### src/gear_pkg.sv
// Shared constants of the gearing and pulse command port
package gear_pkg;
    // Clock and link rates
    localparam int CLK_HZ         = 50_000_000;
    localparam int DIFF_IN_MAX_HZ = 3_000_000;
    localparam int OPTO_IN_MAX_HZ = 500_000;
    localparam int EMU_OUT_MAX_HZ = 3_000_000;
    // Least emulated edge spacing in whole cycles
    localparam int QUAD_GAP_CYC   =
        (CLK_HZ + 4 * EMU_OUT_MAX_HZ - 1) / (4 * EMU_OUT_MAX_HZ);
    localparam int PULSE_GAP_CYC  =
        (CLK_HZ + 2 * EMU_OUT_MAX_HZ - 1) / (2 * EMU_OUT_MAX_HZ);
    // Opto snapshot period
    localparam int OPTO_POLL_US   = 250;
    localparam int OPTO_POLL_CYC  = OPTO_POLL_US * (CLK_HZ / 1_000_000);

    // Register byte offsets
    localparam logic [7:0] REG_CTRL      = 8'h00;
    localparam logic [7:0] REG_EMU_PPR   = 8'h04;
    localparam logic [7:0] REG_GEAR      = 8'h08;
    localparam logic [7:0] REG_CMD_POS   = 8'h0C;
    localparam logic [7:0] REG_OPTO_SNAP = 8'h10;
    localparam logic [7:0] REG_ABS_POS   = 8'h14;
    localparam logic [7:0] REG_ABS_CMD   = 8'h18;
    localparam logic [7:0] REG_STATUS    = 8'h1C;
    localparam logic [7:0] REG_INDEX_POS = 8'h20;

    // Control field positions
    localparam int CTRL_SECONDARY_FEEDBACK_MODE_LSB = 0;
    localparam int CTRL_FB2_SRC_LSB  = 2;
    localparam int CTRL_THIRD_FEEDBACK_MODE_LSB = 4;
    localparam int CTRL_EMU_MODE_LSB = 8;

    // Reset values
    localparam logic [15:0] PPR_RESET      = 16'h0400;
    localparam logic [15:0] GEAR_NUM_RESET = 16'h0001;
    localparam logic [15:0] GEAR_DEN_RESET = 16'h0001;
    localparam logic [1:0]  FB2_SRC_RESET  = 2'h0;
    localparam logic [1:0]  THIRD_FEEDBACK_MODE_RESET = 2'h1;
    localparam logic [7:0]  ABS_CMD_RESET  = 8'h07;

    // Input pulse formats
    localparam logic [1:0] FMT_QUAD  = 2'h0;
    localparam logic [1:0] FMT_PDIR  = 2'h1;
    localparam logic [1:0] FMT_CWCCW = 2'h2;

    // Secondary feedback sources
    localparam logic [1:0] SRC_DIFF = 2'h1;
    localparam logic [1:0] SRC_OPTO = 2'h2;

    // Third feedback mode of the absolute link
    localparam logic [1:0] FB3_ABS = 2'h0;

    // Emulation port modes
    localparam logic [3:0] EMU_INPUT = 4'h0;
    localparam logic [3:0] EMU_QUAD  = 4'h1;
    localparam logic [3:0] EMU_PDIR  = 4'h2;
    localparam logic [3:0] EMU_CWCCW = 4'h3;
    localparam logic [3:0] EMU_ABS   = 4'hB;

    // Absolute link frame shape
    localparam int ABS_GAP_TICKS = 4;
endpackage

### src/pulse_decoder.sv
// Pulse, CW/CCW and quadrature decoder with count strobes
module pulse_decoder (
    input  wire logic       mclk_i,
    input  wire logic       srst_i,
    input  wire logic       en_i,
    input  wire logic [1:0] fmt_i,
    input  wire logic       a_i,
    input  wire logic       b_i,
    output logic            up_o,
    output logic            down_o
);
    logic prev_a;
    logic prev_b;
    logic chg_a;
    logic chg_b;
    logic rise_a;
    logic rise_b;

    assign chg_a  = a_i ^ prev_a;
    assign chg_b  = b_i ^ prev_b;
    assign rise_a = a_i & ~prev_a;
    assign rise_b = b_i & ~prev_b;

    // Tracked while disabled so enabling gives no step
    always_ff @(posedge mclk_i) begin
        if (srst_i) begin
            prev_a <= 1'b0;
            prev_b <= 1'b0;
        end else begin
            prev_a <= a_i;
            prev_b <= b_i;
        end
    end

    // Count strobes per format
    always_ff @(posedge mclk_i) begin
        if (srst_i || !en_i) begin
            up_o   <= 1'b0;
            down_o <= 1'b0;
        end else begin
            up_o   <= 1'b0;
            down_o <= 1'b0;
            case (fmt_i)
                gear_pkg::FMT_QUAD: begin
                    // Double changes are skipped
                    if (chg_a ^ chg_b) begin
                        up_o   <= a_i ^ prev_b;
                        down_o <= ~(a_i ^ prev_b);
                    end
                end
                gear_pkg::FMT_PDIR: begin
                    // Direction low counts up, high counts down
                    if (rise_a) begin
                        up_o   <= ~b_i;
                        down_o <= b_i;
                    end
                end
                gear_pkg::FMT_CWCCW: begin
                    // Simultaneous edges cancel
                    up_o   <= rise_a & ~rise_b;
                    down_o <= rise_b & ~rise_a;
                end
                default: begin
                    up_o   <= 1'b0;
                    down_o <= 1'b0;
                end
            endcase
        end
    end
endmodule

### src/gearing_pulse_port.sv
// Gearing port: command decode, scaling, encoder emulation, absolute link
//
// What this block does
// - Differential port is input or output; only the absolute link drives A while reading B.
// - Differential input: pulse/dir, CW/CCW, quadrature or absolute link.
// - Differential output emulates pulse/dir, CW/CCW or quadrature.
// - Opto pair decodes the three pulse formats; no output mode.
// - Opto pair counts up to 500 kHz; source stays below.
// - Opto count and levels snapshot every 250 us.
// - Differential input decodes up to 3 MHz; source stays below.
// - Each emulated channel toggles at most 3 MHz.
// - Emulated pulses per revolution are programmable.
// - Emulated B lags or leads A by a quarter period.
// - Every output mode also drives index.
// - Mode 0, source 1: quadrature on the differential port.
// - Mode 0, source 2: quadrature on the opto pair.
// - Third mode 0, emulation mode 11: absolute link.
// - Command pulse to motion scaling is adjustable.
// - Emulation follows primary position; one index per revolution.
//
// Chosen here: the address map and strobed register access.
module gearing_pulse_port #(
    parameter int PW            = 16,
    parameter int ABS_BITS      = 24,
    parameter int ABS_CMD_BITS  = 8,
    parameter int ABS_HALF      = 10,
    parameter int OPTO_POLL_CYC = gear_pkg::OPTO_POLL_CYC
) (
    input  wire logic                mclk_i,
    input  wire logic                srst_i,
    input  wire logic [7:0]          addr_i,
    input  wire logic [31:0]         wdata_i,
    input  wire logic                wr_i,
    input  wire logic                rd_i,
    output logic      [31:0]         rdata_o,
    input  wire logic [PW-1:0]       pos_i,
    input  wire logic                diff_a_i,
    output logic                     diff_a_o,
    output logic                     diff_a_oe_o,
    input  wire logic                diff_b_i,
    output logic                     diff_b_o,
    output logic                     diff_b_oe_o,
    input  wire logic                diff_z_i,
    output logic                     diff_z_o,
    output logic                     diff_z_oe_o,
    input  wire logic                opto_a_i,
    input  wire logic                opto_b_i,
    output logic      [31:0]         cmd_pos_o,
    output logic      [ABS_BITS-1:0] abs_pos_o,
    output logic                     abs_valid_o
);
    typedef enum logic [1:0] {ABS_IDLE, ABS_SEND, ABS_RECV, ABS_GAP}
        abs_state_t;

    // Modular up/down step; returns {wrapped, value}
    function automatic logic [18:0] mod_move(input logic [17:0] v,
                                             input logic [17:0] d,
                                             input logic [17:0] m,
                                             input logic        up);
        logic [18:0] s;
        s = 19'h00000;
        if (up) begin
            s = {1'b0, v} + {1'b0, d};
            if (s >= {1'b0, m})
                s = {1'b1, 18'(s[17:0] - m)};
        end else if (v >= d) begin
            s = {1'b0, 18'(v - d)};
        end else begin
            s = {1'b1, 18'(v + m - d)};
        end
        return s;
    endfunction

    // Configuration
    logic [1:0]  secondary_feedback_mode;
    logic [1:0]  secondary_feedback_source;
    logic [1:0]  third_feedback_mode;
    logic [3:0]  emulation_port_mode;
    logic [15:0] emu_ppr;
    logic [15:0] gear_num;
    logic [15:0] gear_den;
    logic [7:0]  abs_cmd;

    // Mode decode
    logic port_out;
    logic abs_sel;
    logic in_diff;
    logic in_opto;
    assign port_out = emulation_port_mode == gear_pkg::EMU_QUAD
                   || emulation_port_mode == gear_pkg::EMU_PDIR
                   || emulation_port_mode == gear_pkg::EMU_CWCCW;
    assign abs_sel  = !port_out
                   && third_feedback_mode == gear_pkg::FB3_ABS
                   && emulation_port_mode == gear_pkg::EMU_ABS;
    assign in_diff  = !port_out && !abs_sel
                   && secondary_feedback_source == gear_pkg::SRC_DIFF;
    assign in_opto  = secondary_feedback_source == gear_pkg::SRC_OPTO;

    // Register writes
    always_ff @(posedge mclk_i) begin
        if (srst_i) begin
            secondary_feedback_mode   <= gear_pkg::FMT_QUAD;
            secondary_feedback_source <= gear_pkg::FB2_SRC_RESET;
            third_feedback_mode       <= gear_pkg::THIRD_FEEDBACK_MODE_RESET;
            emulation_port_mode       <= gear_pkg::EMU_INPUT;
            emu_ppr                   <= gear_pkg::PPR_RESET;
            gear_num                  <= gear_pkg::GEAR_NUM_RESET;
            gear_den                  <= gear_pkg::GEAR_DEN_RESET;
            abs_cmd                   <= gear_pkg::ABS_CMD_RESET;
        end else if (wr_i) begin
            case (addr_i)
                gear_pkg::REG_CTRL: begin
                    secondary_feedback_mode   <=
                        wdata_i[gear_pkg::CTRL_SECONDARY_FEEDBACK_MODE_LSB +: 2];
                    secondary_feedback_source <=
                        wdata_i[gear_pkg::CTRL_FB2_SRC_LSB +: 2];
                    third_feedback_mode       <=
                        wdata_i[gear_pkg::CTRL_THIRD_FEEDBACK_MODE_LSB +: 2];
                    emulation_port_mode       <=
                        wdata_i[gear_pkg::CTRL_EMU_MODE_LSB +: 4];
                end
                gear_pkg::REG_EMU_PPR: emu_ppr <= wdata_i[15:0];
                gear_pkg::REG_GEAR: begin
                    gear_num <= wdata_i[15:0];
                    gear_den <= wdata_i[31:16];
                end
                gear_pkg::REG_ABS_CMD: abs_cmd <= wdata_i[7:0];
                default: begin
                end
            endcase
        end
    end

    // Decoders; opto feeds only counting
    logic diff_up;
    logic diff_down;
    logic opto_up;
    logic opto_down;

    pulse_decoder u_diff_dec (
        .mclk_i (mclk_i),
        .srst_i (srst_i),
        .en_i   (in_diff),
        .fmt_i  (secondary_feedback_mode),
        .a_i    (diff_a_i),
        .b_i    (diff_b_i),
        .up_o   (diff_up),
        .down_o (diff_down)
    );

    pulse_decoder u_opto_dec (
        .mclk_i (mclk_i),
        .srst_i (srst_i),
        .en_i   (in_opto),
        .fmt_i  (secondary_feedback_mode),
        .a_i    (opto_a_i),
        .b_i    (opto_b_i),
        .up_o   (opto_up),
        .down_o (opto_down)
    );

    // Scaled command position; gear_num must not exceed gear_den
    logic [17:0] gear_acc;
    logic [18:0] gear_nxt;
    logic        step_up;
    logic        step_dn;
    assign step_up  = diff_up | opto_up;
    assign step_dn  = diff_down | opto_down;
    assign gear_nxt = mod_move(gear_acc, {2'h0, gear_num},
                               {2'h0, gear_den}, step_up);

    always_ff @(posedge mclk_i) begin
        if (srst_i) begin
            gear_acc  <= 18'h00000;
            cmd_pos_o <= 32'h00000000;
        end else if ((step_up || step_dn) && gear_den != 16'h0000) begin
            gear_acc <= gear_nxt[17:0];
            if (gear_nxt[18])
                cmd_pos_o <= step_up ? cmd_pos_o + 32'h1
                                     : cmd_pos_o - 32'h1;
        end
    end

    // Latch command position on index edge
    logic        prev_z;
    logic [31:0] index_pos;
    always_ff @(posedge mclk_i) begin
        if (srst_i) begin
            prev_z    <= 1'b0;
            index_pos <= 32'h00000000;
        end else begin
            prev_z <= diff_z_i;
            if (in_diff && diff_z_i && !prev_z)
                index_pos <= cmd_pos_o;
        end
    end

    // Raw opto count, snapshot at a fixed period
    logic [15:0] opto_cnt;
    logic [17:0] opto_snap;
    logic [31:0] poll_cnt;
    always_ff @(posedge mclk_i) begin
        if (srst_i) begin
            opto_cnt  <= 16'h0000;
            opto_snap <= 18'h00000;
            poll_cnt  <= 32'h00000000;
        end else begin
            if (opto_up)
                opto_cnt <= opto_cnt + 16'h1;
            else if (opto_down)
                opto_cnt <= opto_cnt - 16'h1;
            if (poll_cnt == 32'(OPTO_POLL_CYC - 1)) begin
                poll_cnt  <= 32'h00000000;
                opto_snap <= {opto_b_i, opto_a_i, opto_cnt};
            end else begin
                poll_cnt <= poll_cnt + 32'h1;
            end
        end
    end

    // Emulation target from primary mechanical position
    logic [PW-1:0] pos_q;
    logic [31:0]   prod;
    logic          quad_out;
    logic [17:0]   spr;
    logic [17:0]   target;
    logic [17:0]   cur;
    logic [17:0]   fwd;
    logic [18:0]   cur_nxt;
    logic          emu_up;
    assign quad_out = emulation_port_mode == gear_pkg::EMU_QUAD;
    assign prod     = 32'(pos_q) * {16'h0000, emu_ppr};
    assign spr      = quad_out ? {emu_ppr, 2'b00} : {1'b0, emu_ppr, 1'b0};
    // Scale to steps per revolution: four per line or two per pulse
    assign target   = quad_out ? 18'(prod >> (PW - 2))
                               : 18'(prod >> (PW - 1));
    assign fwd      = target >= cur ? 18'(target - cur)
                                    : 18'(target + spr - cur);
    // Shorter way round the revolution
    assign emu_up   = fwd < {1'b0, spr[17:1]};
    assign cur_nxt  = mod_move(cur, 18'h00001, spr, emu_up);

    logic [3:0] gap_cnt;
    logic [1:0] phase;
    logic       tog_cw;
    logic       tog_ccw;
    logic       emu_dir;
    always_ff @(posedge mclk_i) begin
        if (srst_i) begin
            pos_q   <= '0;
            cur     <= 18'h00000;
            gap_cnt <= 4'h0;
            phase   <= 2'h0;
            tog_cw  <= 1'b0;
            tog_ccw <= 1'b0;
            emu_dir <= 1'b0;
        end else begin
            pos_q <= pos_i;
            if (!port_out || emu_ppr == 16'h0000) begin
                cur     <= 18'h00000;
                gap_cnt <= 4'(gear_pkg::PULSE_GAP_CYC - 1);
            end else if (gap_cnt != 4'h0) begin
                gap_cnt <= gap_cnt - 4'h1;
            end else if (target != cur && target < spr) begin
                // Rate limit: a lagging follower catches up later
                gap_cnt <= quad_out ? 4'(gear_pkg::QUAD_GAP_CYC - 1)
                                    : 4'(gear_pkg::PULSE_GAP_CYC - 1);
                cur     <= cur_nxt[17:0];
                phase   <= emu_up ? phase + 2'h1 : phase - 2'h1;
                emu_dir <= ~emu_up;
                if (emu_up)
                    tog_cw <= ~tog_cw;
                else
                    tog_ccw <= ~tog_ccw;
            end
        end
    end

    // Absolute link: device clocks, data turns round after command
    abs_state_t  abs_state;
    logic [15:0] half_cnt;
    logic [7:0]  bit_cnt;
    logic        abs_clk;
    logic        abs_dout;
    logic        abs_drive;
    logic [7:0]  cmd_sh;
    logic [ABS_BITS-1:0] rx_sh;
    logic        tick;
    assign tick = half_cnt == 16'(ABS_HALF - 1);

    always_ff @(posedge mclk_i) begin
        if (srst_i || !abs_sel) begin
            abs_state <= ABS_IDLE;
            half_cnt  <= 16'h0000;
            bit_cnt   <= 8'h00;
            abs_clk   <= 1'b1;
            abs_dout  <= 1'b1;
            abs_drive <= 1'b0;
            cmd_sh    <= 8'h00;
            rx_sh     <= '0;
        end else begin
            half_cnt <= tick ? 16'h0000 : half_cnt + 16'h1;
            case (abs_state)
                ABS_IDLE: begin
                    if (tick) begin
                        abs_state <= ABS_SEND;
                        abs_drive <= 1'b1;
                        cmd_sh    <= abs_cmd;
                        bit_cnt   <= 8'h00;
                    end
                end
                ABS_SEND: begin
                    if (tick) begin
                        abs_clk <= ~abs_clk;
                        if (abs_clk) begin
                            // Data changes while clock falls
                            abs_dout <= cmd_sh[ABS_CMD_BITS-1];
                            cmd_sh   <= cmd_sh << 1;
                        end else if (bit_cnt == 8'(ABS_CMD_BITS - 1)) begin
                            abs_state <= ABS_RECV;
                            abs_drive <= 1'b0;
                            bit_cnt   <= 8'h00;
                        end else begin
                            bit_cnt <= bit_cnt + 8'h1;
                        end
                    end
                end
                ABS_RECV: begin
                    if (tick) begin
                        abs_clk <= ~abs_clk;
                        if (!abs_clk) begin
                            rx_sh <= {rx_sh[ABS_BITS-2:0], diff_b_i};
                            if (bit_cnt == 8'(ABS_BITS - 1)) begin
                                abs_state <= ABS_GAP;
                                bit_cnt   <= 8'h00;
                            end else begin
                                bit_cnt <= bit_cnt + 8'h1;
                            end
                        end
                    end
                end
                ABS_GAP: begin
                    abs_clk <= 1'b1;
                    if (tick) begin
                        if (bit_cnt == 8'(gear_pkg::ABS_GAP_TICKS - 1))
                            abs_state <= ABS_IDLE;
                        bit_cnt <= bit_cnt + 8'h1;
                    end
                end
                default: abs_state <= ABS_IDLE;
            endcase
        end
    end

    // Word taken at frame close
    always_ff @(posedge mclk_i) begin
        if (srst_i) begin
            abs_pos_o   <= '0;
            abs_valid_o <= 1'b0;
        end else if (!abs_sel) begin
            abs_valid_o <= 1'b0;
        end else if (abs_state == ABS_GAP && bit_cnt == 8'h00 && tick) begin
            abs_pos_o   <= rx_sh;
            abs_valid_o <= 1'b1;
        end
    end

    // Pin drivers, enables low in input modes except the absolute link: A always, B while the command is sent
    always_ff @(posedge mclk_i) begin
        if (srst_i) begin
            diff_a_o    <= 1'b0;
            diff_b_o    <= 1'b0;
            diff_z_o    <= 1'b0;
            diff_a_oe_o <= 1'b0;
            diff_b_oe_o <= 1'b0;
            diff_z_oe_o <= 1'b0;
        end else begin
            diff_a_oe_o <= port_out | abs_sel;
            diff_b_oe_o <= port_out | (abs_sel & abs_drive);
            diff_z_oe_o <= port_out;
            diff_z_o    <= port_out && cur == 18'h00000;
            case (emulation_port_mode)
                gear_pkg::EMU_QUAD: begin
                    diff_a_o <= phase[1];
                    diff_b_o <= phase[1] ^ phase[0];
                end
                gear_pkg::EMU_PDIR: begin
                    diff_a_o <= phase[0];
                    diff_b_o <= emu_dir;
                end
                gear_pkg::EMU_CWCCW: begin
                    diff_a_o <= tog_cw;
                    diff_b_o <= tog_ccw;
                end
                default: begin
                    diff_a_o <= abs_clk;
                    diff_b_o <= abs_dout;
                end
            endcase
        end
    end

    // Read data one cycle after the strobe
    always_ff @(posedge mclk_i) begin
        if (srst_i || !rd_i) begin
            rdata_o <= 32'h00000000;
        end else begin
            case (addr_i)
                gear_pkg::REG_CTRL: rdata_o <= {20'h00000,
                    emulation_port_mode, 2'h0, third_feedback_mode,
                    secondary_feedback_source, secondary_feedback_mode};
                gear_pkg::REG_EMU_PPR:   rdata_o <= {16'h0000, emu_ppr};
                gear_pkg::REG_GEAR:      rdata_o <= {gear_den, gear_num};
                gear_pkg::REG_CMD_POS:   rdata_o <= cmd_pos_o;
                gear_pkg::REG_OPTO_SNAP: rdata_o <= {14'h0000, opto_snap};
                gear_pkg::REG_ABS_POS:   rdata_o <= 32'(abs_pos_o);
                gear_pkg::REG_ABS_CMD:   rdata_o <= {24'h000000, abs_cmd};
                gear_pkg::REG_STATUS:    rdata_o <= {28'h0000000,
                    abs_valid_o, in_diff | in_opto, abs_sel, port_out};
                gear_pkg::REG_INDEX_POS: rdata_o <= index_pos;
                default:                 rdata_o <= 32'h00000000;
            endcase
        end
    end
endmodule

### config.mk
export PLATFORM = sky130hd
export DESIGN_NAME = gearing_pulse_port
export DESIGN_NICKNAME = d
export VERILOG_FILES = /design/src/gear_pkg.sv /design/src/pulse_decoder.sv /design/src/gearing_pulse_port.sv
export SDC_FILE = /design/constraint.sdc
export NUM_CORES = 2
export LEC_CHECK = 0
export BUFFER_PORTS_ARGS = -buffer_cell sky130_fd_sc_hd__clkbuf_2
export CAP_MARGIN = 30
export CORE_ASPECT_RATIO = 0.8
export CORE_UTILIZATION = 55
export DETAILED_ROUTE_END_ITERATION = 8
export PLACE_DENSITY_LB_ADDON = 0.12
export SLEW_MARGIN = 20
export SYNTH_ARGS = -nofsm -noshare
export SYNTH_HDL_FRONTEND = slang
export SYNTH_SLANG_ARGS = --single-unit
### constraint.sdc
create_clock -name mclk_i -period 28.5 [get_ports mclk_i]
set_input_delay 5.7 -clock mclk_i [delete_from_list [all_inputs] [get_ports mclk_i]]
set_output_delay 5.7 -clock mclk_i [all_outputs]
set_load 0.05 [all_outputs]
==> results.env <==
CTS_SETUP_BUFFERS=0
HOLD_PATH_CLASS='register to register'
DETAIL_ROUTE.WL_PER_CELL_UM=19.5
FINAL_HOLD_VIOL_COUNT=0
FINAL_MAX_SLEW_VIOL_COUNT=0
GRT_FIRST_PASS_WIRELENGTH_MM=166
SYNTH_TOP_FLOP_CELL='sky130_fd_sc_hd__dfxtp_1'
YOSYSSEQAREASHARE_PCT=21.8
TIMING.CRITICAL_PATH.DEPTH=42
CRITICAL_PATH_PEAK_FANOUT=21
SYN_NETS=5162
CLOCK_SINKS=390
LAYOUT-AREA-OVERHEAD-VS-SYNTH_PCT=7.94
CTS_INSERTED_BUFFERS=43
CRITPATHMAXSTAGEDELAY_PS=960
CTS_MAX_LEVEL=2
GRT_SETUP_UNREPAIRED='false'
RUN_STATUS='finished clean'
CRIT_TYPE='register to register'
FIRST_GLOBAL_VIAS=29300
CTS-RESIZED-GATES=0
FINALSETUPVIOLATIONS=0
MAPPED_CELLS=4498
ANT_NETS=0
WORST_HOLD_PATH.NUM_CELLS=2
SYNTH_CELL_TYPES=90
SLOWEST_STAGE='sky130_fd_sc_hd__dfxtp_1'
DIEHEIGHT_UM=230
GLOBALPLACE.CONGESTION=0.960
MINIMUM_PERIOD_IMPLIED_BY_THE_FINAL_WORST_SETUP_SLACK_PS=11960
TOTALWIRELENGTH_MM=106
WORSTSKEWPAIRLATENCY_PS=600
WORST_R2R_PATH_DEPTH=42
YS_FF_LATCH=390
GLOBALROUTEOVERFLOWTOTAL=0
MAX-CLOCK-PATH-BUFFERS=3
R2R_SETUP_SLACK_PS=16540
WORST_PIN_SLEW_PS=981
FINALCRITPERIODSHARE_PCT=41.9
NETLIST_AREA_SQ_UM=35900
CRITICAL_PATH_ENDPOINT_CATEGORY='register'
CORE_SQ_UM=64300
LAUNCHING_ELEMENT_TYPE_OF_THE_CRITICAL_PATH='register'
LAYOUT.NETS=5196
YOSYS_WARNINGS=0
FLOORPLAN.DIE_AREA_SQ_UM=66200
MAXCLOCKFREQUENCY_GHz=0.0836
MAX-SLEW-MARGIN-REL_PCT=34.5
CP_DATA_REQUIRED_TIME_PS=28950
TOTAL_POWER_W=0.00125
ARRIVAL_PS=12410
ROUTE.DETAILED.DRC=0
SYNTHESIS.AREA_PER_INSTANCE_SQ_UM=7.97
CRITPATHMOSTFREQUENTCELL='sky130_fd_sc_hd__fa_1'
FIRSTDRTPASSITERS=6
GR-USAGE-ALL-LAYERS_PCT=31.7
PEAK_VDD_IR_uV=45.9
NUMPORTBUFFERS=159
IO-PIN-COUNT=160
SKEW_PS=33.3
DRT_ITER0_DRC=2874
CLOCK_TREE_FROM_TRITONCTS='built'
GRT_MAX_DEGREE=151
MAXCAPVIOLATIONS=0
VIA_COUNT=31600
ASYNCSETRESETFLOPFRACSYNTH_PCT=0
CHIPWIDTH_UM=288
HOLD_BUFFERS=0
NUMBER_OF_SYNTHESIZED_FLOPS_WITH_AN_ENABLE_PIN=0
CPLARGESTDELAYFAMILY='adder cells'
LEAKAGEPOWER_nW=17.4
DRIVE_GT1_SHARE_PCT=6.95
INITIAL_UTILIZATION_PCT=55.8
WORST_SETUP_HOLD_PATH_CLK_SLEW_PS=60
STD_CELL_ROWS=83
INITIAL_ANTENNA_VIOLATION_COUNT=5
TOTAL_POWER_DIVIDED_BY_CELL_AREA_nW_PER_UM2=32.4
HPWLAFTERDP_MM=80.5
CP_NUM_BUF_INV=5
CTS.ROOT.BUFFER_CELL='sky130_fd_sc_hd__clkbuf_16'
VIAS_PER_CELL=5.83
TIMING.SETUP.TNS_PS=0
-- layer usage --
metal / wire length [um] / global-route usage, % / part of all wire (%)
met3: 9400 / 6.64 / 8.9
met1: 50200 / 47.3 / 47
met5: 22 / 0 / 0.021
met4: 2550 / 8.48 / 2.4
met2: 43600 / 45.6 / 41
-- worst reg2reg max path: cells and delay by family (launching register included) --
kind	cells	cell delay, ps
flip-flops	1	960
buffers and inverters	5	470
XOR/XNOR	1	150
AND/OR/NAND/NOR	9	2300
multiplexers	1	220
AO/OA/AOI/OAI	17	3860
adder cells (fa/ha/maj)	9	3870
-- cells in the mapped netlist (all sizes together), types with 10 or more instances --
| master | instances | area share (%) |
|---|---|---|
| nand2 | 645 | 6.8 |
| inv | 478 | 5.0 |
| dfxtp | 390 | 22 |
| a21oi | 365 | 5.1 |
| ha | 365 | 13 |
| nor2 | 342 | 3.6 |
| fa | 234 | 13 |
| clkbuf | 188 | 2.0 |
| xnor2 | 152 | 3.7 |
| o21ai | 142 | 2.0 |
| and2 | 132 | 2.3 |
| mux2i | 81 | 2.3 |
| a21o | 77 | 1.6 |
| xor2 | 76 | 1.9 |
| nand3 | 74 | 1.0 |
| nor3 | 69 | 0.96 |
| a211oi | 62 | 1.3 |
| nor2b | 52 | 0.91 |
| nand4 | 40 | 0.70 |
| and3 | 38 | 0.66 |
| or3 | 37 | 0.66 |
| nor4 | 35 | 0.61 |
| o21a | 35 | 0.73 |
| a22oi | 32 | 0.67 |
| nand2b | 32 | 0.56 |
| a31oi | 30 | 0.52 |
| a222oi | 29 | 0.81 |
| o21bai | 26 | 0.54 |
| buf | 24 | 0.37 |
| o31ai | 22 | 0.46 |
| o211ai | 18 | 0.40 |
| nand3b | 15 | 0.31 |
| a21boi | 13 | 0.27 |
| or2 | 13 | 0.23 |
| o2111ai | 10 | 0.26 |
-- power breakdown --
part | total [W] | internal, W | switching [W]
Clock | 0.000573 | 0.000321 | 0.000253
Sequential | 0.000555 | 0.000547 | 0.00000752
Combinational | 0.000126 | 0.0000492 | 0.0000773
-- placed cells by master, fill, tap and decap left out, drive strengths merged, types with 35 or more instances in the layout --
cell type  Yosys  final
dfxtp        390    390
nand2        645    645
and3          38     38
o21ai        142    142
inv          478    480
buf           24     42
nand3         74     74
or3           37     37
a211oi        62     62
nor2b         52     52
a21oi        365    365
nor3          69     69
mux2i         81     81
clkbuf       188    219
a21o          77     77
o21a          35     35
xnor2        152    152
xor2          76     76
nor4          35     35
and2         132    132
ha           365    365
nand4         40     40
fa           234    234
nor2         342    342
-- layout make-up --
cell class,instances,area (sq um)
Clock buffer,60,1220
Clock inverter,17,195
Timing Repair Buffer,201,1140
Antenna cell,2,5.00
Multi-Input combinational cell,3417,25500
Fill cell,5900,25600
Sequential cell,390,7810
Inverter,479,1800
Tap cell,850,1060
-- path summary, 6_finish.rpt --
kind                                    from      endpoint
worst max-delay path              emu_ppr[5]        cur[5]
worst min-delay path            index_pos[8]  index_pos[8]
worst max register to register    emu_ppr[5]        cur[5]
worst min register to register  index_pos[8]  index_pos[8]
-- sequential cells by signal, summed over array words and instances (netlist names), 4 cells and up --
register / flops
abs_cmd: 8
abs_pos_o: 24
bit_cnt: 8
cmd_pos_o: 32
cmd_sh: 8
cur: 18
emu_ppr: 16
emulation_port_mode: 4
gap_cnt: 4
gear_acc: 18
gear_den: 16
gear_num: 16
half_cnt: 16
index_pos: 32
opto_cnt: 16
opto_snap: 18
poll_cnt: 32
pos_q: 16
rdata_o: 32
rx_sh: 24
-- logic make-up after synthesis --
kind of cell | count (synthesis) | synth area share, %
AND/OR/NAND/NOR | 1565 | 20.3
AO/OA/AOI/OAI | 935 | 16.6
buffers and inverters | 691 | 7.35
adder cells (fa/ha/maj) | 599 | 25.8
flip-flops | 390 | 21.8
XOR/XNOR | 229 | 5.63
multiplexers | 89 | 2.55
-- through the flow --
stage / std cells / cell area, sq um / util, % / hold WS [ps] / setup slack [ps]
after detailed placement: 5335 / 37300 / 58.0 / 447 / 16650
after CTS: 5412 / 38700 / 60.2 / 455 / 16620
final: 5416 / 38700 / 60.2 / 457 / 16540
after floorplan: 4498 / 35900 / - / 427 / 18080
after global routing: 5416 / 38700 / 60.2 / 472 / 15900
after global placement: 5333 / 37300 / 58.0 / 443 / 17010
No activity file was read; power rests on OpenSTA's default activity.
